$ cat src/logic/esc_pkg.sv
// Shared constants for the error signalling and command unit
package esc_pkg;

  // Register indices; byte address is four times the index
  localparam logic [7:0] IDX_PROTOCOL = 8'h0b;     // Serial protocol select
  localparam logic [7:0] IDX_MASK = 8'h0c;         // Error and warning mask
  localparam logic [7:0] IDX_HOLD = 8'h0d;         // Error hold time and accumulate
  localparam logic [7:0] IDX_COMMAND = 8'h75;      // Command trigger, write only
  localparam logic [7:0] IDX_UNIT_STATUS = 8'h40;  // Busy, consistency flags, pin levels
  localparam logic [7:0] IDX_EVENT_COUNT = 8'h41;  // Event counter
  localparam logic [7:0] IDX_PORT_CFG = 8'h42;     // Error pin enable and turns mode

  // Reset values
  localparam logic [7:0] RST_PROTOCOL = 8'h00;
  localparam logic [7:0] RST_MASK = 8'h00;
  localparam logic [7:0] RST_HOLD = 8'h00;
  localparam logic [7:0] RST_EVENT_COUNT = 8'h00;
  localparam logic [1:0] RST_PORT_CFG = 2'h0;

  // Field positions
  localparam int HOLD_ACC_BIT = 7;       // Accumulate select in the hold register
  localparam int PORT_ERRPIN_BIT = 0;    // Port B line 3 works as error pin
  localparam int PORT_TURNS_BIT = 1;     // External multiturn configured
  localparam int MASK_TURNS = 7;
  localparam int MASK_PERIOD = 6;
  localparam int MASK_AMP_ERR = 5;
  localparam int MASK_EEPROM = 4;
  localparam int MASK_CRC = 3;
  localparam int MASK_BUSY = 2;
  localparam int MASK_SPEED = 1;
  localparam int MASK_AMP_WARN = 0;

  // Serial protocol codes
  localparam logic [2:0] PROTO_SPI_TRI = 3'h0;
  localparam logic [2:0] PROTO_SPI = 3'h1;
  localparam logic [2:0] PROTO_BISS = 3'h2;
  localparam logic [2:0] PROTO_QUAD = 3'h3;
  localparam logic [2:0] PROTO_SSI = 3'h4;
  localparam logic [2:0] PROTO_SSI_ERR_LOW = 3'h5;
  localparam logic [2:0] PROTO_SSI_ERR_HIGH = 3'h6;
  localparam logic [2:0] PROTO_EXT_SSI = 3'h7;

  // Command codes
  localparam logic [7:0] CMD_STORE_ALL = 8'h01;
  localparam logic [7:0] CMD_STORE_OFFSETS = 8'h02;
  localparam logic [7:0] CMD_ABS_REDEFINE = 8'h03;
  localparam logic [7:0] CMD_VERNIER_VERIFY = 8'h04;
  localparam logic [7:0] CMD_TURNS_RESYNC = 8'h05;
  localparam logic [7:0] CMD_TURNS_VERIFY = 8'h06;
  localparam logic [7:0] CMD_RESTART = 8'h07;
  localparam logic [7:0] CMD_PRESET = 8'h08;
  localparam logic [7:0] CMD_PRESET_STORE = 8'h09;
  localparam logic [7:0] CMD_TWO_WIRE = 8'h0a;
  localparam logic [7:0] CMD_EVENT_COUNT = 8'h0b;
  localparam logic [7:0] CMD_SWAP_STORE = 8'h0c;
  localparam logic [7:0] CMD_CSUM_VERIFY = 8'h0d;
  localparam logic [7:0] CMD_CSUM_RECALC = 8'h0e;
  localparam logic [7:0] CMD_TURNS_CLK_HIGH = 8'h0f;
  localparam logic [7:0] CMD_TURNS_CLK_LOW = 8'h10;
  localparam int ACT_WIDTH = 16;          // One start line per code 0x01..0x10

  // Error hold timing
  localparam int CLK_PERIOD_NS = 100;
  localparam int HOLD_STEP_NS = 12500000;  // 12.5 ms per code step
  localparam int HOLD_STEP_CYCLES = HOLD_STEP_NS / CLK_PERIOD_NS;

endpackage

$ cat src/logic/esc_flag_router.sv
// Masks internal conditions onto the error and warning terms
`timescale 1ns/100ps
module esc_flag_router
  import esc_pkg::*;
(
  // Configuration
  input wire logic [7:0] mask_in,
  // Conditions
  input wire logic turns_link_error_in,
  input wire logic turns_consistency_error_in,
  input wire logic period_consistency_error_in,
  input wire logic [1:0] amplitude_clip_in,
  input wire logic [1:0] amplitude_low_in,
  input wire logic eeprom_error_in,
  input wire logic checksum_error_in,
  input wire logic command_busy_in,
  input wire logic converter_overspeed_in,
  input wire logic quadrature_overspeed_in,
  // Results
  output logic err_sticky_out,
  output logic err_live_out,
  output logic warn_out
);

  logic amp_any;  // Clip or low level on either track

  // A mask bit at 0 passes its condition, at 1 blocks it
  always_comb begin
    amp_any = |amplitude_clip_in | |amplitude_low_in;
    err_sticky_out = (~mask_in[MASK_TURNS] & (turns_link_error_in | turns_consistency_error_in)) |
                     (~mask_in[MASK_PERIOD] & period_consistency_error_in) |
                     (~mask_in[MASK_AMP_ERR] & amp_any) |
                     (~mask_in[MASK_CRC] & checksum_error_in);
    // Eeprom and busy terms never accumulate, they follow the live state
    err_live_out = (~mask_in[MASK_EEPROM] & eeprom_error_in) |
                   (~mask_in[MASK_BUSY] & command_busy_in);
    warn_out = (~mask_in[MASK_SPEED] & (converter_overspeed_in | quadrature_overspeed_in)) |
               (~mask_in[MASK_AMP_WARN] & amp_any);
  end

endmodule // esc_flag_router

$ cat src/logic/esc_hold_timer.sv
// Minimum display time for the error pin
`timescale 1ns/100ps
module esc_hold_timer
  import esc_pkg::*;
#(
  parameter int STEP_CYCLES = HOLD_STEP_CYCLES
) (
  // Clock and reset
  input wire logic sys_clk_in,
  input wire logic sys_rst_in,
  // Error and hold code
  input wire logic err_in,
  input wire logic [2:0] code_in,
  // Stretched error
  output logic hold_out
);

  localparam int DIV_W = $clog2(STEP_CYCLES + 1);
  localparam logic [DIV_W-1:0] DIV_LAST = DIV_W'(STEP_CYCLES - 1);

  logic err_q;              // Error of the previous cycle
  logic [DIV_W-1:0] div;    // Cycles inside the current step
  logic [2:0] remain;       // Steps still to hold
  logic step_tick;          // One-cycle enable at the end of a step

  assign step_tick = (div == DIV_LAST);

  // Edge memory for new assertions
  always_ff @(posedge sys_clk_in) begin
    if (sys_rst_in) begin
      err_q <= 1'b0;
    end else begin
      err_q <= err_in;
    end
  end

  // Each rising error reloads the hold and restarts the divider
  always_ff @(posedge sys_clk_in) begin
    if (sys_rst_in) begin
      remain <= 3'h0;
      div <= '0;
    end else if (err_in && !err_q) begin
      remain <= code_in;
      div <= '0;
    end else if (remain != 3'h0) begin
      if (step_tick) begin
        remain <= remain - 3'h1;
        div <= '0;
      end else begin
        div <= div + DIV_W'(1);
      end
    end
  end

  // Released only when time is out and no error remains
  assign hold_out = err_in | (remain != 3'h0);

endmodule // esc_hold_timer

$ cat src/logic/esc_unit.sv
// Error signalling and command unit, top level with register slave
//
// Summary of operation
// - Protocol decides presence and polarity of frame bits
// - Mask bits 7..2 gate conditions onto error
// - Mask bits 1..0 gate conditions onto warning
// - Mask bit 0 passes, 1 blocks condition
// - Error pin pulled low only, open collector
// - Error pin held minimum 12.5 ms times code
// - Command codes execute; reserved codes do nothing
// - Code 0x01 stores all, both checksums updated
// - Code 0x02 stores offsets, short checksum updated
// - Code 0x03 redefines absolute position
// - Code 0x04 vernier check sets period error
// - Code 0x05 rereads and resyncs multiturn offsets
// - Code 0x06 verifies multiturn without resync
// - Code 0x07 restarts and rereads eeprom
// - Codes 0x08/0x09 preset, 0x09 also stores
// - Code 0x0A two-wire transfer, 0x0B counts
// - Code 0x0C stores with target protocol substituted
// - Codes 0x0D/0x0E verify or recalculate checksums
// - Codes 0x0F/0x10 drive turns clock, no multiturn
// - Busy flag high while a command runs
// - Multiturn mismatch sets turns consistency error
//
// Design decision made here: register access over Avalon-MM.
`timescale 1ns/100ps
module esc_unit
  import esc_pkg::*;
#(
  parameter int HOLD_STEP_CYCLES_P = HOLD_STEP_CYCLES  // Cycles per 12.5 ms step
) (
  // Clock and reset
  input wire logic sys_clk_in,
  input wire logic sys_rst_in,
  // Avalon-MM register slave
  input wire logic [9:0] avs_address_in,
  input wire logic avs_read_in,
  input wire logic avs_write_in,
  input wire logic [31:0] avs_writedata_in,
  input wire logic [3:0] avs_byteenable_in,
  output logic [31:0] avs_readdata_out,
  output logic avs_waitrequest_out,
  // Internal conditions from the position engines
  input wire logic turns_link_error_in,
  input wire logic [1:0] amplitude_clip_in,
  input wire logic [1:0] amplitude_low_in,
  input wire logic eeprom_error_in,
  input wire logic checksum_error_in,
  input wire logic converter_overspeed_in,
  input wire logic quadrature_overspeed_in,
  input wire logic status_read_in,
  // Action engine handshake
  output logic [ACT_WIDTH-1:0] act_start_out,
  output logic twi_store_req_out,
  output logic substitute_target_out,
  input wire logic act_done_in,
  input wire logic act_mismatch_in,
  // Serial frame error and warning bits
  output logic frame_err_present_out,
  output logic frame_err_bit_out,
  output logic frame_warn_present_out,
  output logic frame_warn_bit_out,
  // Pins
  output logic port_b_line3_out,
  output logic port_b_line3_oe_out,
  output logic turns_clock_pin_out,
  output logic command_busy_out
);

  typedef enum logic [0:0] {ESC_IDLE, ESC_RUN} esc_state_e;

  // Command classes after decoding
  typedef enum logic [1:0] {ESC_NONE, ESC_ENGINE, ESC_COUNT, ESC_PIN} esc_class_e;

  // Registers seen by software
  logic [7:0] serial_protocol_select;   // Protocol code in bits 2:0
  logic [7:0] error_warning_mask;       // Condition mask
  logic [7:0] error_hold_time_config;   // Hold code and accumulate select
  logic [7:0] event_count;              // Event counter
  logic [1:0] port_b_function_select;   // Error pin enable, turns mode

  // Command engine state
  esc_state_e state;
  logic [7:0] command_code;             // Code being executed
  logic period_consistency_error;       // Vernier check mismatch
  logic turns_consistency_error;        // Multiturn check mismatch

  // Bus decode
  logic [7:0] reg_index;
  logic bus_write_now;                  // Write that takes effect this edge
  logic cmd_accept;                     // Command write accepted this edge
  esc_class_e cmd_class;

  // Error path
  logic err_sticky;
  logic err_live;
  logic warn_raw;
  logic err_acc;                        // Accumulated sticky error
  logic err_total;
  logic err_hold;

  // Decoding of a command code into its class, used for accept and run
  function automatic esc_class_e classify(input logic [7:0] code, input logic turns_mode);
    if (code == CMD_EVENT_COUNT) begin
      return ESC_COUNT;
    end else if (code == CMD_TURNS_CLK_HIGH || code == CMD_TURNS_CLK_LOW) begin
      return turns_mode ? ESC_NONE : ESC_PIN;
    end else if (code >= CMD_STORE_ALL && code < CMD_TURNS_CLK_HIGH) begin
      return ESC_ENGINE;
    end else begin
      return ESC_NONE;
    end
  endfunction

  // True for codes whose work includes an eeprom store
  function automatic logic is_store(input logic [7:0] code);
    return (code == CMD_STORE_ALL) || (code == CMD_STORE_OFFSETS) ||
           (code == CMD_PRESET_STORE) || (code == CMD_SWAP_STORE) || (code == CMD_ABS_REDEFINE);
  endfunction

  assign reg_index = avs_address_in[9:2];
  assign bus_write_now = avs_write_in && !avs_waitrequest_out && avs_byteenable_in[0];
  assign cmd_accept = bus_write_now && (reg_index == IDX_COMMAND) && (state == ESC_IDLE);
  assign cmd_class = classify(avs_writedata_in[7:0], port_b_function_select[PORT_TURNS_BIT]);

  // Waitrequest drops for one cycle per request; the transfer ends at that edge
  always_ff @(posedge sys_clk_in) begin
    if (sys_rst_in) begin
      avs_waitrequest_out <= 1'b1;
    end else if ((avs_read_in || avs_write_in) && avs_waitrequest_out) begin
      avs_waitrequest_out <= 1'b0;
    end else begin
      avs_waitrequest_out <= 1'b1;
    end
  end

  // Read data is loaded as waitrequest drops; unmapped and write-only read zero
  always_ff @(posedge sys_clk_in) begin
    if (sys_rst_in) begin
      avs_readdata_out <= 32'h0000_0000;
    end else if (avs_read_in && avs_waitrequest_out) begin
      unique case (reg_index)
        IDX_PROTOCOL: avs_readdata_out <= {24'h00_0000, serial_protocol_select};
        IDX_MASK: avs_readdata_out <= {24'h00_0000, error_warning_mask};
        IDX_HOLD: avs_readdata_out <= {24'h00_0000, error_hold_time_config};
        IDX_EVENT_COUNT: avs_readdata_out <= {24'h00_0000, event_count};
        IDX_PORT_CFG: avs_readdata_out <= {30'h0000_0000, port_b_function_select};
        IDX_UNIT_STATUS: avs_readdata_out <= {26'h000_0000, port_b_line3_oe_out, turns_clock_pin_out,
                                              turns_consistency_error, period_consistency_error,
                                              err_total, command_busy_out};
        default: avs_readdata_out <= 32'h0000_0000;
      endcase
    end
  end

  // Configuration registers written by software
  always_ff @(posedge sys_clk_in) begin
    if (sys_rst_in) begin
      serial_protocol_select <= RST_PROTOCOL;
      error_warning_mask <= RST_MASK;
      error_hold_time_config <= RST_HOLD;
      port_b_function_select <= RST_PORT_CFG;
    end else if (bus_write_now) begin
      if (reg_index == IDX_PROTOCOL) begin
        serial_protocol_select <= avs_writedata_in[7:0];
      end
      if (reg_index == IDX_MASK) begin
        error_warning_mask <= avs_writedata_in[7:0];
      end
      if (reg_index == IDX_HOLD) begin
        error_hold_time_config <= avs_writedata_in[7:0];
      end
      if (reg_index == IDX_PORT_CFG) begin
        port_b_function_select <= avs_writedata_in[1:0];
      end
    end
  end

  // Command sequencer: engine codes start an action and wait for its end
  always_ff @(posedge sys_clk_in) begin
    if (sys_rst_in) begin
      state <= ESC_IDLE;
      command_code <= 8'h00;
      command_busy_out <= 1'b0;
    end else begin
      unique case (state)
        ESC_IDLE: begin
          if (cmd_accept && cmd_class == ESC_ENGINE) begin
            state <= ESC_RUN;
            command_code <= avs_writedata_in[7:0];
            command_busy_out <= 1'b1;
          end
        end
        ESC_RUN: begin
          if (act_done_in) begin
            state <= ESC_IDLE;
            command_busy_out <= 1'b0;
          end
        end
      endcase
    end
  end

  // One start pulse per accepted engine command, bit n-1 for code n
  always_ff @(posedge sys_clk_in) begin
    if (sys_rst_in) begin
      act_start_out <= '0;
      twi_store_req_out <= 1'b0;
    end else if (cmd_accept && cmd_class == ESC_ENGINE) begin
      act_start_out <= ACT_WIDTH'(1) << (avs_writedata_in[3:0] - 4'h1);
      // Stores and two-wire transfers go out through the two-wire master
      twi_store_req_out <= is_store(avs_writedata_in[7:0]) || (avs_writedata_in[7:0] == CMD_TWO_WIRE);
    end else begin
      act_start_out <= '0;
      twi_store_req_out <= 1'b0;
    end
  end

  // Target protocol and protection level stand in during the swap store
  always_ff @(posedge sys_clk_in) begin
    if (sys_rst_in) begin
      substitute_target_out <= 1'b0;
    end else begin
      substitute_target_out <= (state == ESC_RUN) && (command_code == CMD_SWAP_STORE) && !act_done_in;
    end
  end

  // Event counter steps once per count command
  always_ff @(posedge sys_clk_in) begin
    if (sys_rst_in) begin
      event_count <= RST_EVENT_COUNT;
    end else if (cmd_accept && cmd_class == ESC_COUNT) begin
      event_count <= event_count + 8'h01;
    end
  end

  // Turns clock pin is set or cleared directly when no multiturn is attached
  always_ff @(posedge sys_clk_in) begin
    if (sys_rst_in) begin
      turns_clock_pin_out <= 1'b0;
    end else if (cmd_accept && cmd_class == ESC_PIN) begin
      turns_clock_pin_out <= (avs_writedata_in[7:0] == CMD_TURNS_CLK_HIGH);
    end
  end

  // Period consistency flag from the vernier check; redefine and restart clear it
  always_ff @(posedge sys_clk_in) begin
    if (sys_rst_in) begin
      period_consistency_error <= 1'b0;
    end else if (state == ESC_RUN && act_done_in && command_code == CMD_VERNIER_VERIFY) begin
      period_consistency_error <= act_mismatch_in;
    end else if (state == ESC_RUN && act_done_in &&
                 (command_code == CMD_ABS_REDEFINE || command_code == CMD_RESTART)) begin
      period_consistency_error <= 1'b0;
    end
  end

  // Turns consistency flag from the multiturn verify; resync does not clear it
  always_ff @(posedge sys_clk_in) begin
    if (sys_rst_in) begin
      turns_consistency_error <= 1'b0;
    end else if (state == ESC_RUN && act_done_in && command_code == CMD_TURNS_VERIFY) begin
      turns_consistency_error <= act_mismatch_in;
    end else if (state == ESC_RUN && act_done_in &&
                 (command_code == CMD_ABS_REDEFINE || command_code == CMD_RESTART)) begin
      turns_consistency_error <= 1'b0;
    end
  end

  // Condition masking
  esc_flag_router u_router (
    .mask_in(error_warning_mask),
    .turns_link_error_in(turns_link_error_in),
    .turns_consistency_error_in(turns_consistency_error),
    .period_consistency_error_in(period_consistency_error),
    .amplitude_clip_in(amplitude_clip_in),
    .amplitude_low_in(amplitude_low_in),
    .eeprom_error_in(eeprom_error_in),
    .checksum_error_in(checksum_error_in),
    .command_busy_in(command_busy_out),
    .converter_overspeed_in(converter_overspeed_in),
    .quadrature_overspeed_in(quadrature_overspeed_in),
    .err_sticky_out(err_sticky),
    .err_live_out(err_live),
    .warn_out(warn_raw)
  );

  // Accumulated error holds until a status read or a redefine or restart; a new error wins
  always_ff @(posedge sys_clk_in) begin
    if (sys_rst_in) begin
      err_acc <= 1'b0;
    end else if (!error_hold_time_config[HOLD_ACC_BIT]) begin
      err_acc <= 1'b0;
    end else if (err_sticky) begin
      err_acc <= 1'b1;
    end else if (status_read_in || (cmd_accept && (avs_writedata_in[7:0] == CMD_ABS_REDEFINE ||
                                                   avs_writedata_in[7:0] == CMD_RESTART))) begin
      err_acc <= 1'b0;
    end
  end

  assign err_total = err_sticky | err_live | err_acc;

  // Minimum display stretch for the pin
  esc_hold_timer #(
    .STEP_CYCLES(HOLD_STEP_CYCLES_P)
  ) u_hold (
    .sys_clk_in(sys_clk_in),
    .sys_rst_in(sys_rst_in),
    .err_in(err_total),
    .code_in(error_hold_time_config[2:0]),
    .hold_out(err_hold)
  );

  // Open-collector pin: level always low, enable pulls the line down
  always_ff @(posedge sys_clk_in) begin
    if (sys_rst_in) begin
      port_b_line3_out <= 1'b0;
      port_b_line3_oe_out <= 1'b0;
    end else begin
      port_b_line3_out <= 1'b0;
      port_b_line3_oe_out <= port_b_function_select[PORT_ERRPIN_BIT] && err_hold;
    end
  end

  // Frame bits by protocol; absent bits rest at 0
  always_ff @(posedge sys_clk_in) begin
    if (sys_rst_in) begin
      frame_err_present_out <= 1'b0;
      frame_err_bit_out <= 1'b0;
      frame_warn_present_out <= 1'b0;
      frame_warn_bit_out <= 1'b0;
    end else begin
      unique case (serial_protocol_select[2:0])
        PROTO_BISS, PROTO_EXT_SSI: begin
          frame_err_present_out <= 1'b1;
          frame_err_bit_out <= ~err_total;
          frame_warn_present_out <= 1'b1;
          frame_warn_bit_out <= ~warn_raw;
        end
        PROTO_SSI_ERR_LOW: begin
          frame_err_present_out <= 1'b1;
          frame_err_bit_out <= ~err_total;
          frame_warn_present_out <= 1'b0;
          frame_warn_bit_out <= 1'b0;
        end
        PROTO_SSI_ERR_HIGH: begin
          frame_err_present_out <= 1'b1;
          frame_err_bit_out <= err_total;
          frame_warn_present_out <= 1'b0;
          frame_warn_bit_out <= 1'b0;
        end
        PROTO_SPI_TRI, PROTO_SPI, PROTO_QUAD, PROTO_SSI: begin
          frame_err_present_out <= 1'b0;
          frame_err_bit_out <= 1'b0;
          frame_warn_present_out <= 1'b0;
          frame_warn_bit_out <= 1'b0;
        end
      endcase
    end
  end

endmodule // esc_unit

$ cat config.mk
export PLATFORM = sky130hd
export DESIGN_NAME = esc_unit
export DESIGN_NICKNAME = d
export VERILOG_FILES = /design/src/logic/esc_pkg.sv /design/src/logic/esc_flag_router.sv /design/src/logic/esc_hold_timer.sv /design/src/logic/esc_unit.sv
export SDC_FILE = /design/constraint.sdc
export NUM_CORES = 1
export LEC_CHECK = 0
export BUFFER_PORTS_ARGS = -buffer_cell sky130_fd_sc_hd__buf_2
export CORE_AREA = 2 2 107 98
export CTS_CLUSTER_DIAMETER = 30
export DETAILED_ROUTE_END_ITERATION = 8
export DIE_AREA = 0 0 109 100
export PLACE_DENSITY = 0.84
export REMOVE_ABC_BUFFERS = 1
export SLEW_MARGIN = 0
export SYNTH_ARGS = -nofsm -noshare
export SYNTH_HDL_FRONTEND = slang
export SYNTH_SLANG_ARGS = --single-unit
$ cat constraint.sdc
create_clock -name sys_clk_in -period 2.52 [get_ports sys_clk_in]
set_clock_uncertainty 0.2 [all_clocks]
set_input_delay 0.504 -clock sys_clk_in [delete_from_list [all_inputs] [get_ports sys_clk_in]]
set_output_delay 0.504 -clock sys_clk_in [all_outputs]
set_load 0.005 [all_outputs]
# Word level (Yosys, flattened, before mapping)
# Index checks and enable logic that the tools add are counted.
# W data, S select, Z words.
dict set report totals {
  ff_bits 125
  in_bits 62
  output_inout_bits 59
  elab_cells 180
}
dict set report op_classes {
  addsub 4
  n_lt_le_gt_ge 2
  eq_ne 35
  n_shift 1
  muxes 25
  bitwise 32
  n_reduce_logical 56
}
# cell count
set op_table {}
lappend op_table {{$eq A8 B4 Y1 const B} 9}
lappend op_table {{$pmux W8 S6} 1}
lappend op_table {{$eq A8 B3 Y1 const B} 4}
lappend op_table {{$eq A8 B7 Y1 const B} 4}
lappend op_table {{$eq A8 B2 Y1 const B} 3}
lappend op_table {{$logic_and A1 B1 Y1} 19}
lappend op_table {{$add A17 B1 Y17 const B} 1}
lappend op_table {{$eq A17 B17 Y1 const B} 1}
lappend op_table {{$mux W17} 1}
lappend op_table {{$shl A1 B4 Y16 const A} 1}
lappend op_table {{$reduce_and A2 Y1} 7}
lappend op_table {{$not A1 Y1} 13}
lappend op_table {{$eq A3 B3 Y1 const B} 4}
lappend op_table {{$reduce_or A2 Y1} 6}
lappend op_table {{$mux W1} 11}
lappend op_table {{$or A1 B1 Y1} 11}
lappend op_table {{$logic_or A1 B1 Y1} 10}
lappend op_table {{$pmux W1 S2} 5}
lappend op_table {{$reduce_bool A2 Y1} 5}
lappend op_table {{$mux W3} 3}
lappend op_table {{$add A8 B1 Y8 const B} 1}
lappend op_table {{$and A1 B1 Y1} 8}
lappend op_table {{$eq A8 B1 Y1 const B} 1}
lappend op_table {{$eq A8 B5 Y1 const B} 1}
lappend op_table {{18 further kinds} 25}

# Logic depth before layout (Yosys ltp)
dict set report logic_depth {
  ltp_word 10
  depth_mapped 7
  mapped_depth_nobuf 7
}

# Modules after synthesis
# Synthesis repeated with hierarchy kept, for this count alone.
dict set report unflattened {
  cells_unflattened 526
  hier_area_um2 4803.4
}
# module instances cells_per_inst area_each_um2 seq_area_each_um2
set by_module_without_submodules {}
lappend by_module_without_submodules {esc_unit 1 385 3608.5 1601.5}
lappend by_module_without_submodules {esc_hold_timer 1 131 1121.1 420.4}
lappend by_module_without_submodules {esc_flag_router 1 10 73.8 0.0}

# Worst setup path before layout
# OpenSTA, ideal clock, no wires.
dict set report synth_path {
  path_kind {input to register}
  start {input port avs_address_in[3]}
  end {register err_acc}
  setup_ns 0.131
  arrival_time_ns 2.116
  required_time_ns 2.189
  path_slack_ns 0.074
  cell_stages 7
  path_buffers 2
  path_cell_list {clkbuf_1 nand2b_1 nor4_1 clkbuf_1 or3b_2 a31oi_1 nor3b_1}
}
dict set report synth_via {
  elab_chain_cells 6
}
# item line_no
set synth_lines {}
lappend synth_lines {{start: declaration} esc_unit.sv:37} ;# input wire logic [9:0] avs_address_in,
lappend synth_lines {{$eq A8 B7 Y1} esc_unit.sv:124} ;# assign cmd_accept = bus_write_now && (reg_index == IDX_COMMAND) && (state == ESC_IDLE);
lappend synth_lines {{$logic_and A1 B1 Y1 (2 in a row)} esc_unit.sv:124}
lappend synth_lines {{$logic_and A1 B1 Y1} esc_unit.sv:297} ;# end else if (status_read_in || (cmd_accept && (avs_writedata_in[7:0] == CMD_ABS_REDEFINE ||
lappend synth_lines {{$logic_or A1 B1 Y1} esc_unit.sv:297}
lappend synth_lines {{$reduce_bool A2 Y1 (no line)} n/a}
lappend synth_lines {{end signal: assignment} esc_unit.sv:294} ;# err_acc <= 1'b0;
lappend synth_lines {{end signal: assignment} esc_unit.sv:296} ;# err_acc <= 1'b1;
lappend synth_lines {{end signal: assignment} esc_unit.sv:299} ;# err_acc <= 1'b0;
lappend synth_lines {{end: declaration} esc_unit.sv:99} ;# logic err_acc;
# Every way passes these cells.
# A chain may end at the register's enable or synchronous reset.

# Worst setup path after layout
dict set report layout_path {
  start {register u_hold.div[0]}
  end {register u_hold.remain[2]}
}
dict set report layout_via {
  elab_chain_cells 3
}
# item line_no
set layout_lines {}
lappend layout_lines {{start: declaration} esc_hold_timer.sv:22} ;# logic [DIV_W-1:0] div;
lappend layout_lines {{start signal: assignment} esc_hold_timer.sv:50} ;# div <= div + DIV_W'(1);
lappend layout_lines {{$eq A17 B17 Y1} esc_hold_timer.sv:26} ;# assign step_tick = (div == DIV_LAST);
lappend layout_lines {{$reduce_bool A2 Y1 (no line)} n/a}
lappend layout_lines {{$reduce_and A2 Y1 (no line)} n/a}
lappend layout_lines {{end signal: assignment} esc_hold_timer.sv:43} ;# remain <= code_in;
lappend layout_lines {{end signal: assignment} esc_hold_timer.sv:47} ;# remain <= remain - 3'h1;
lappend layout_lines {{end: declaration} esc_hold_timer.sv:23} ;# logic [2:0] remain;
# Every way passes these cells.

==> metrics.log <==
INFO  metric rows = 35
INFO  metric outcome = finished clean
INFO  metric yosysTopAreaCell = sky130_fd_sc_hd__dfxtp_1
INFO  metric yosysWarnings = 0
INFO  metric hold_slack = 153 ps
INFO  metric synth_enable_flop_cells = 0
INFO  metric dp_slack = -35.1 ps
INFO  metric floorplan.initialDensity = 46.3%
INFO  metric register_to_register_path_setup_slack = 130 ps
INFO  metric io-pin-count = 121
INFO  metric max_freq = 419 MHz
INFO  metric postRouteAntennaNets = 0
INFO  metric clock_power_share = 37.5%
INFO  metric synthSimpleGateAreaFrac = 26.3%
INFO  metric comb_power_share = 6.1%
INFO  metric path_clk_slew = 90 ps
INFO  metric port_buffers = 66
INFO  metric yosys_register_bits = 101
INFO  metric clock_sink_count = 101
INFO  metric synth_largest_type_area_fraction = 43.9%
INFO  metric synth_area = 0.00460 sq mm
INFO  metric overflow = 0
INFO  metric grt_setup_unrepaired = no
INFO  metric worstPathMaxFanout = 5
INFO  metric hold_viol_final = 0
INFO  metric synth_mux_area_share = 7.20%
INFO  metric area.growth.synth_to_final = 15.3%
INFO  metric dp.cells = 712
INFO  metric final_period_minus_worst_setup_slack = 2390 ps
INFO  metric groute.usage.overall = 21.7%
INFO  metric floorplan.die_area = 0.0109 sq mm
INFO  metric power_density = 537 mW/mm^2
INFO  metric netlist-cell-type-count = 62
INFO  metric crit_path_end_kind = flip-flop
INFO  metric insertion_delay = 370 ps
INFO  metric number_of_antenna_violations_at_the_first_check_in_global_routing = 0
INFO  metric post_route_cell_area = 0.00531 sq mm
INFO  metric hold_depth = 2
INFO  metric final_setup_viols = 0
INFO  metric report.power.total = 2.85 mW
INFO  metric r2r_cells = 6
INFO  metric final-instance-count-excl-fill = 728
INFO  metric synthCells = 513
INFO  metric detailed_place_hpwl = 8.39 mm
INFO  metric slew_headroom = 63.4%
INFO  metric r2r_start = u_hold.div[0]
INFO  metric nets = 660
INFO  metric clock-root-buffer = sky130_fd_sc_hd__clkbuf_8
INFO  metric synth-compound-area-share = 10.8%
INFO  metric dpl-instance-area = 0.00510 sq mm
INFO  metric hold_class = input port to flip-flop
INFO  metric share_seq_of_total_power = 56.4%
INFO  metric path_class = flip-flop to flip-flop
INFO  metric die-width = 109 um
INFO  metric netSwitchingFraction = 24.3%
INFO  metric place_congestion = 0.949
INFO  metric ys_top_cells_by_count = sky130_fd_sc_hd__dfxtp_1 (101), sky130_fd_sc_hd__nor2_1 (77), sky130_fd_sc_hd__nand2_1 (37)
INFO  metric synthFlopType = sky130_fd_sc_hd__dfxtp_1
INFO  metric die_h = 100 um
INFO  metric clock_tree_from_tritoncts = done
INFO  metric ordered_list_of_cells_on_the_worst_path = ha_2, or4bb_1, nor4_4, nand2_2, or3_1, a311oi_1
INFO  metric post-route-worst-setup-slack = 134 ps
INFO  metric crit_path_max_incr_delay = 460 ps
INFO  metric fin_crit_sh = 94.7%
INFO  metric post_synth_main_area_contributors = sky130_fd_sc_hd__dfxtp_1 (44%), sky130_fd_sc_hd__mux2i_1 (7.0%), sky130_fd_sc_hd__nor2_1 (6.3%)
INFO  metric drt_first_pass_iters = 5
INFO  metric cts.path.max_buffers = 2
INFO  metric vias_post_dr = 4,090
INFO  metric drc = 0
INFO  metric combinational_family_with_the_most_area_after_synthesis = simple AND/OR/NAND/NOR gates
INFO  metric maximum_number_of_pins_on_one_net_before_global_route_repair = 33
INFO  metric most_frequent_cell_after_synthesis = sky130_fd_sc_hd__dfxtp_1
INFO  metric detail_route.iter0.violations = 326
INFO  metric cts_inserted_buffers = 9
INFO  metric setup_total_negative_slack = 0 ps
INFO  metric crit_arrival = 2460 ps
INFO  metric finalCoreUtilization = 53.4%
INFO  metric synth_fa_ha_area_share = 1.09%
INFO  metric grt_pass1_wl = 18.7 mm
INFO  metric routed_wl = 11.5 mm
INFO  metric power_report.internal_total = 2.16 mW
INFO  metric drv_cap = 0
INFO  metric vias_in_the_first_global_route = 3,908
INFO  metric core_area = 0.00994 sq mm
INFO  metric final-max-slew-violation-count = 0
INFO  metric whs_endpoint = avs_waitrequest_out
INFO  metric critical_path_required = 2600 ps
INFO  metric critical-path-slowest-cell = sky130_fd_sc_hd__or4bb_1
INFO  metric post_route_cells_drive_above_1_share = 20.2%
INFO  metric yosys.area_share.xor_xnor = 4.18%
INFO  metric post_dr_wirelength_cell = 15.8 um
INFO  metric synth_async_sr_flop_share = 0%
INFO  metric static-leakage-power = 2.22 nW
INFO  metric avgSynthCellArea = 8.98 sq um
INFO  metric hold_path_startpoint = avs_write_in
INFO  metric ctsHtreeMaxLevel = 3
INFO  metric antennaDiodeCount = 0
INFO  metric ys_seq_area_share = 43.9%
INFO  metric vdd_ir_drop_max = 0.000247 V
INFO  metric netSwitchingPower = 694 uW
INFO  metric regToRegEndpoint = u_hold.remain[2]
INFO  metric worst_slew_pin_slew = 550 ps
INFO  metric drt-vias-per-instance = 5.62
INFO  metric worstSetupStartpointType = flip-flop
## kinds of logic after synthesis
kind of cell             after synthesis
adder cells (fa/ha/maj)                4
other                                  1
multiplexers                          33
flip-flops                           101
AND/OR/NAND/NOR                      229
buffers and inverters                 53
AO/OA/AOI/OAI                         70
XOR/XNOR                              22
## cell type report
class,count,area [sq um]
clock buffers,10,138
clock inverters,6,71.3
fillers,874,4630
inverters,8,30.0
multi-input cells,386,2390
flip-flops and latches,101,2020
well taps,129,161
repair buffers,88,495
## flip-flops by register name (all words and copies together), names as in the netlist, 2 cells and up
signal                  flops
u_hold.remain               3
port_b_function_select      2
command_code                8
u_hold.div                 17
error_warning_mask          8
act_start_out              16
avs_readdata_out            8
serial_protocol_select      8
event_count                 8
error_hold_time_config      8
## power by group through the flow
stage | logic, mW | clock network, mW | registers (mW)
after floorplan | 0.0676 | 0 | 1.65
after global placement | 0.163 | 0 | 1.64
after detailed placement | 0.170 | 0 | 1.64
after CTS | 0.172 | 1.08 | 1.61
after global routing | 0.193 | 1.14 | 1.61
final | 0.175 | 1.07 | 1.61
## worst max-delay path, delay by kind of cell (launching register included)
kind,cells,cell delay [ps]
AND/OR/NAND/NOR,4,1200
adder cells (fa/ha/maj),1,240
AO/OA/AOI/OAI,1,260
flip-flops,1,400
## cells in the final DEF, fill, tap and decap left out, types with 9 or more instances in the layout
cell / n
sky130_fd_sc_hd__dfxtp_1: 101
sky130_fd_sc_hd__nor2_1: 77
sky130_fd_sc_hd__buf_2: 66
sky130_fd_sc_hd__nand2_1: 37
sky130_fd_sc_hd__mux2i_1: 32
sky130_fd_sc_hd__conb_1: 28
sky130_fd_sc_hd__buf_4: 22
sky130_fd_sc_hd__a21oi_1: 16
sky130_fd_sc_hd__nand3_1: 15
sky130_fd_sc_hd__nor4_1: 14
sky130_fd_sc_hd__and3_1: 12
sky130_fd_sc_hd__o21ai_0: 12
sky130_fd_sc_hd__xor2_1: 12
sky130_fd_sc_hd__nand2b_1: 11
sky130_fd_sc_hd__nand4_1: 11
sky130_fd_sc_hd__xnor2_1: 10
sky130_fd_sc_hd__nor3_1: 10
sky130_fd_sc_hd__clkbuf_8: 10
sky130_fd_sc_hd__a22o_1: 9
## layer usage
layer	part of all wire (%)	GRT usage, %	vias to the layer above
met3	6.8	4.74	30
met4	2.4	8.68	0
met1	42	26.8	1950
met2	49	36.8	171
li1	-	-	1939
met5	0	0	-
## how the worst max path moves through the flow
stage | startpoint | slack (ps) | endpoint | depth (start not counted)
final | u_hold.div[0] | 130 | u_hold.remain[2] | 6
after global routing | state | 1 | act_start_out[3] | 6
after CTS | u_hold.div[0] | 90 | u_hold.remain[2] | 6
after detailed placement | amplitude_clip_in[1] | -40 | u_hold.div[3] | 9
after global placement | avs_address_in[5] | 20 | act_start_out[3] | 7
after floorplan | avs_address_in[5] | -650 | act_start_out[3] | 5
## what timing repair did
| item | in CTS | in global routing |
|---|---|---|
| resized for setup | 0 | 1 |
| buffers inserted | 0 | 0 |
| endpoints found under the setup margin | 0 | 1 |
| hold buffers | 0 | 0 |
| hold endpoints to repair | 0 | 0 |
No activity file was read; power rests on OpenSTA's default activity.
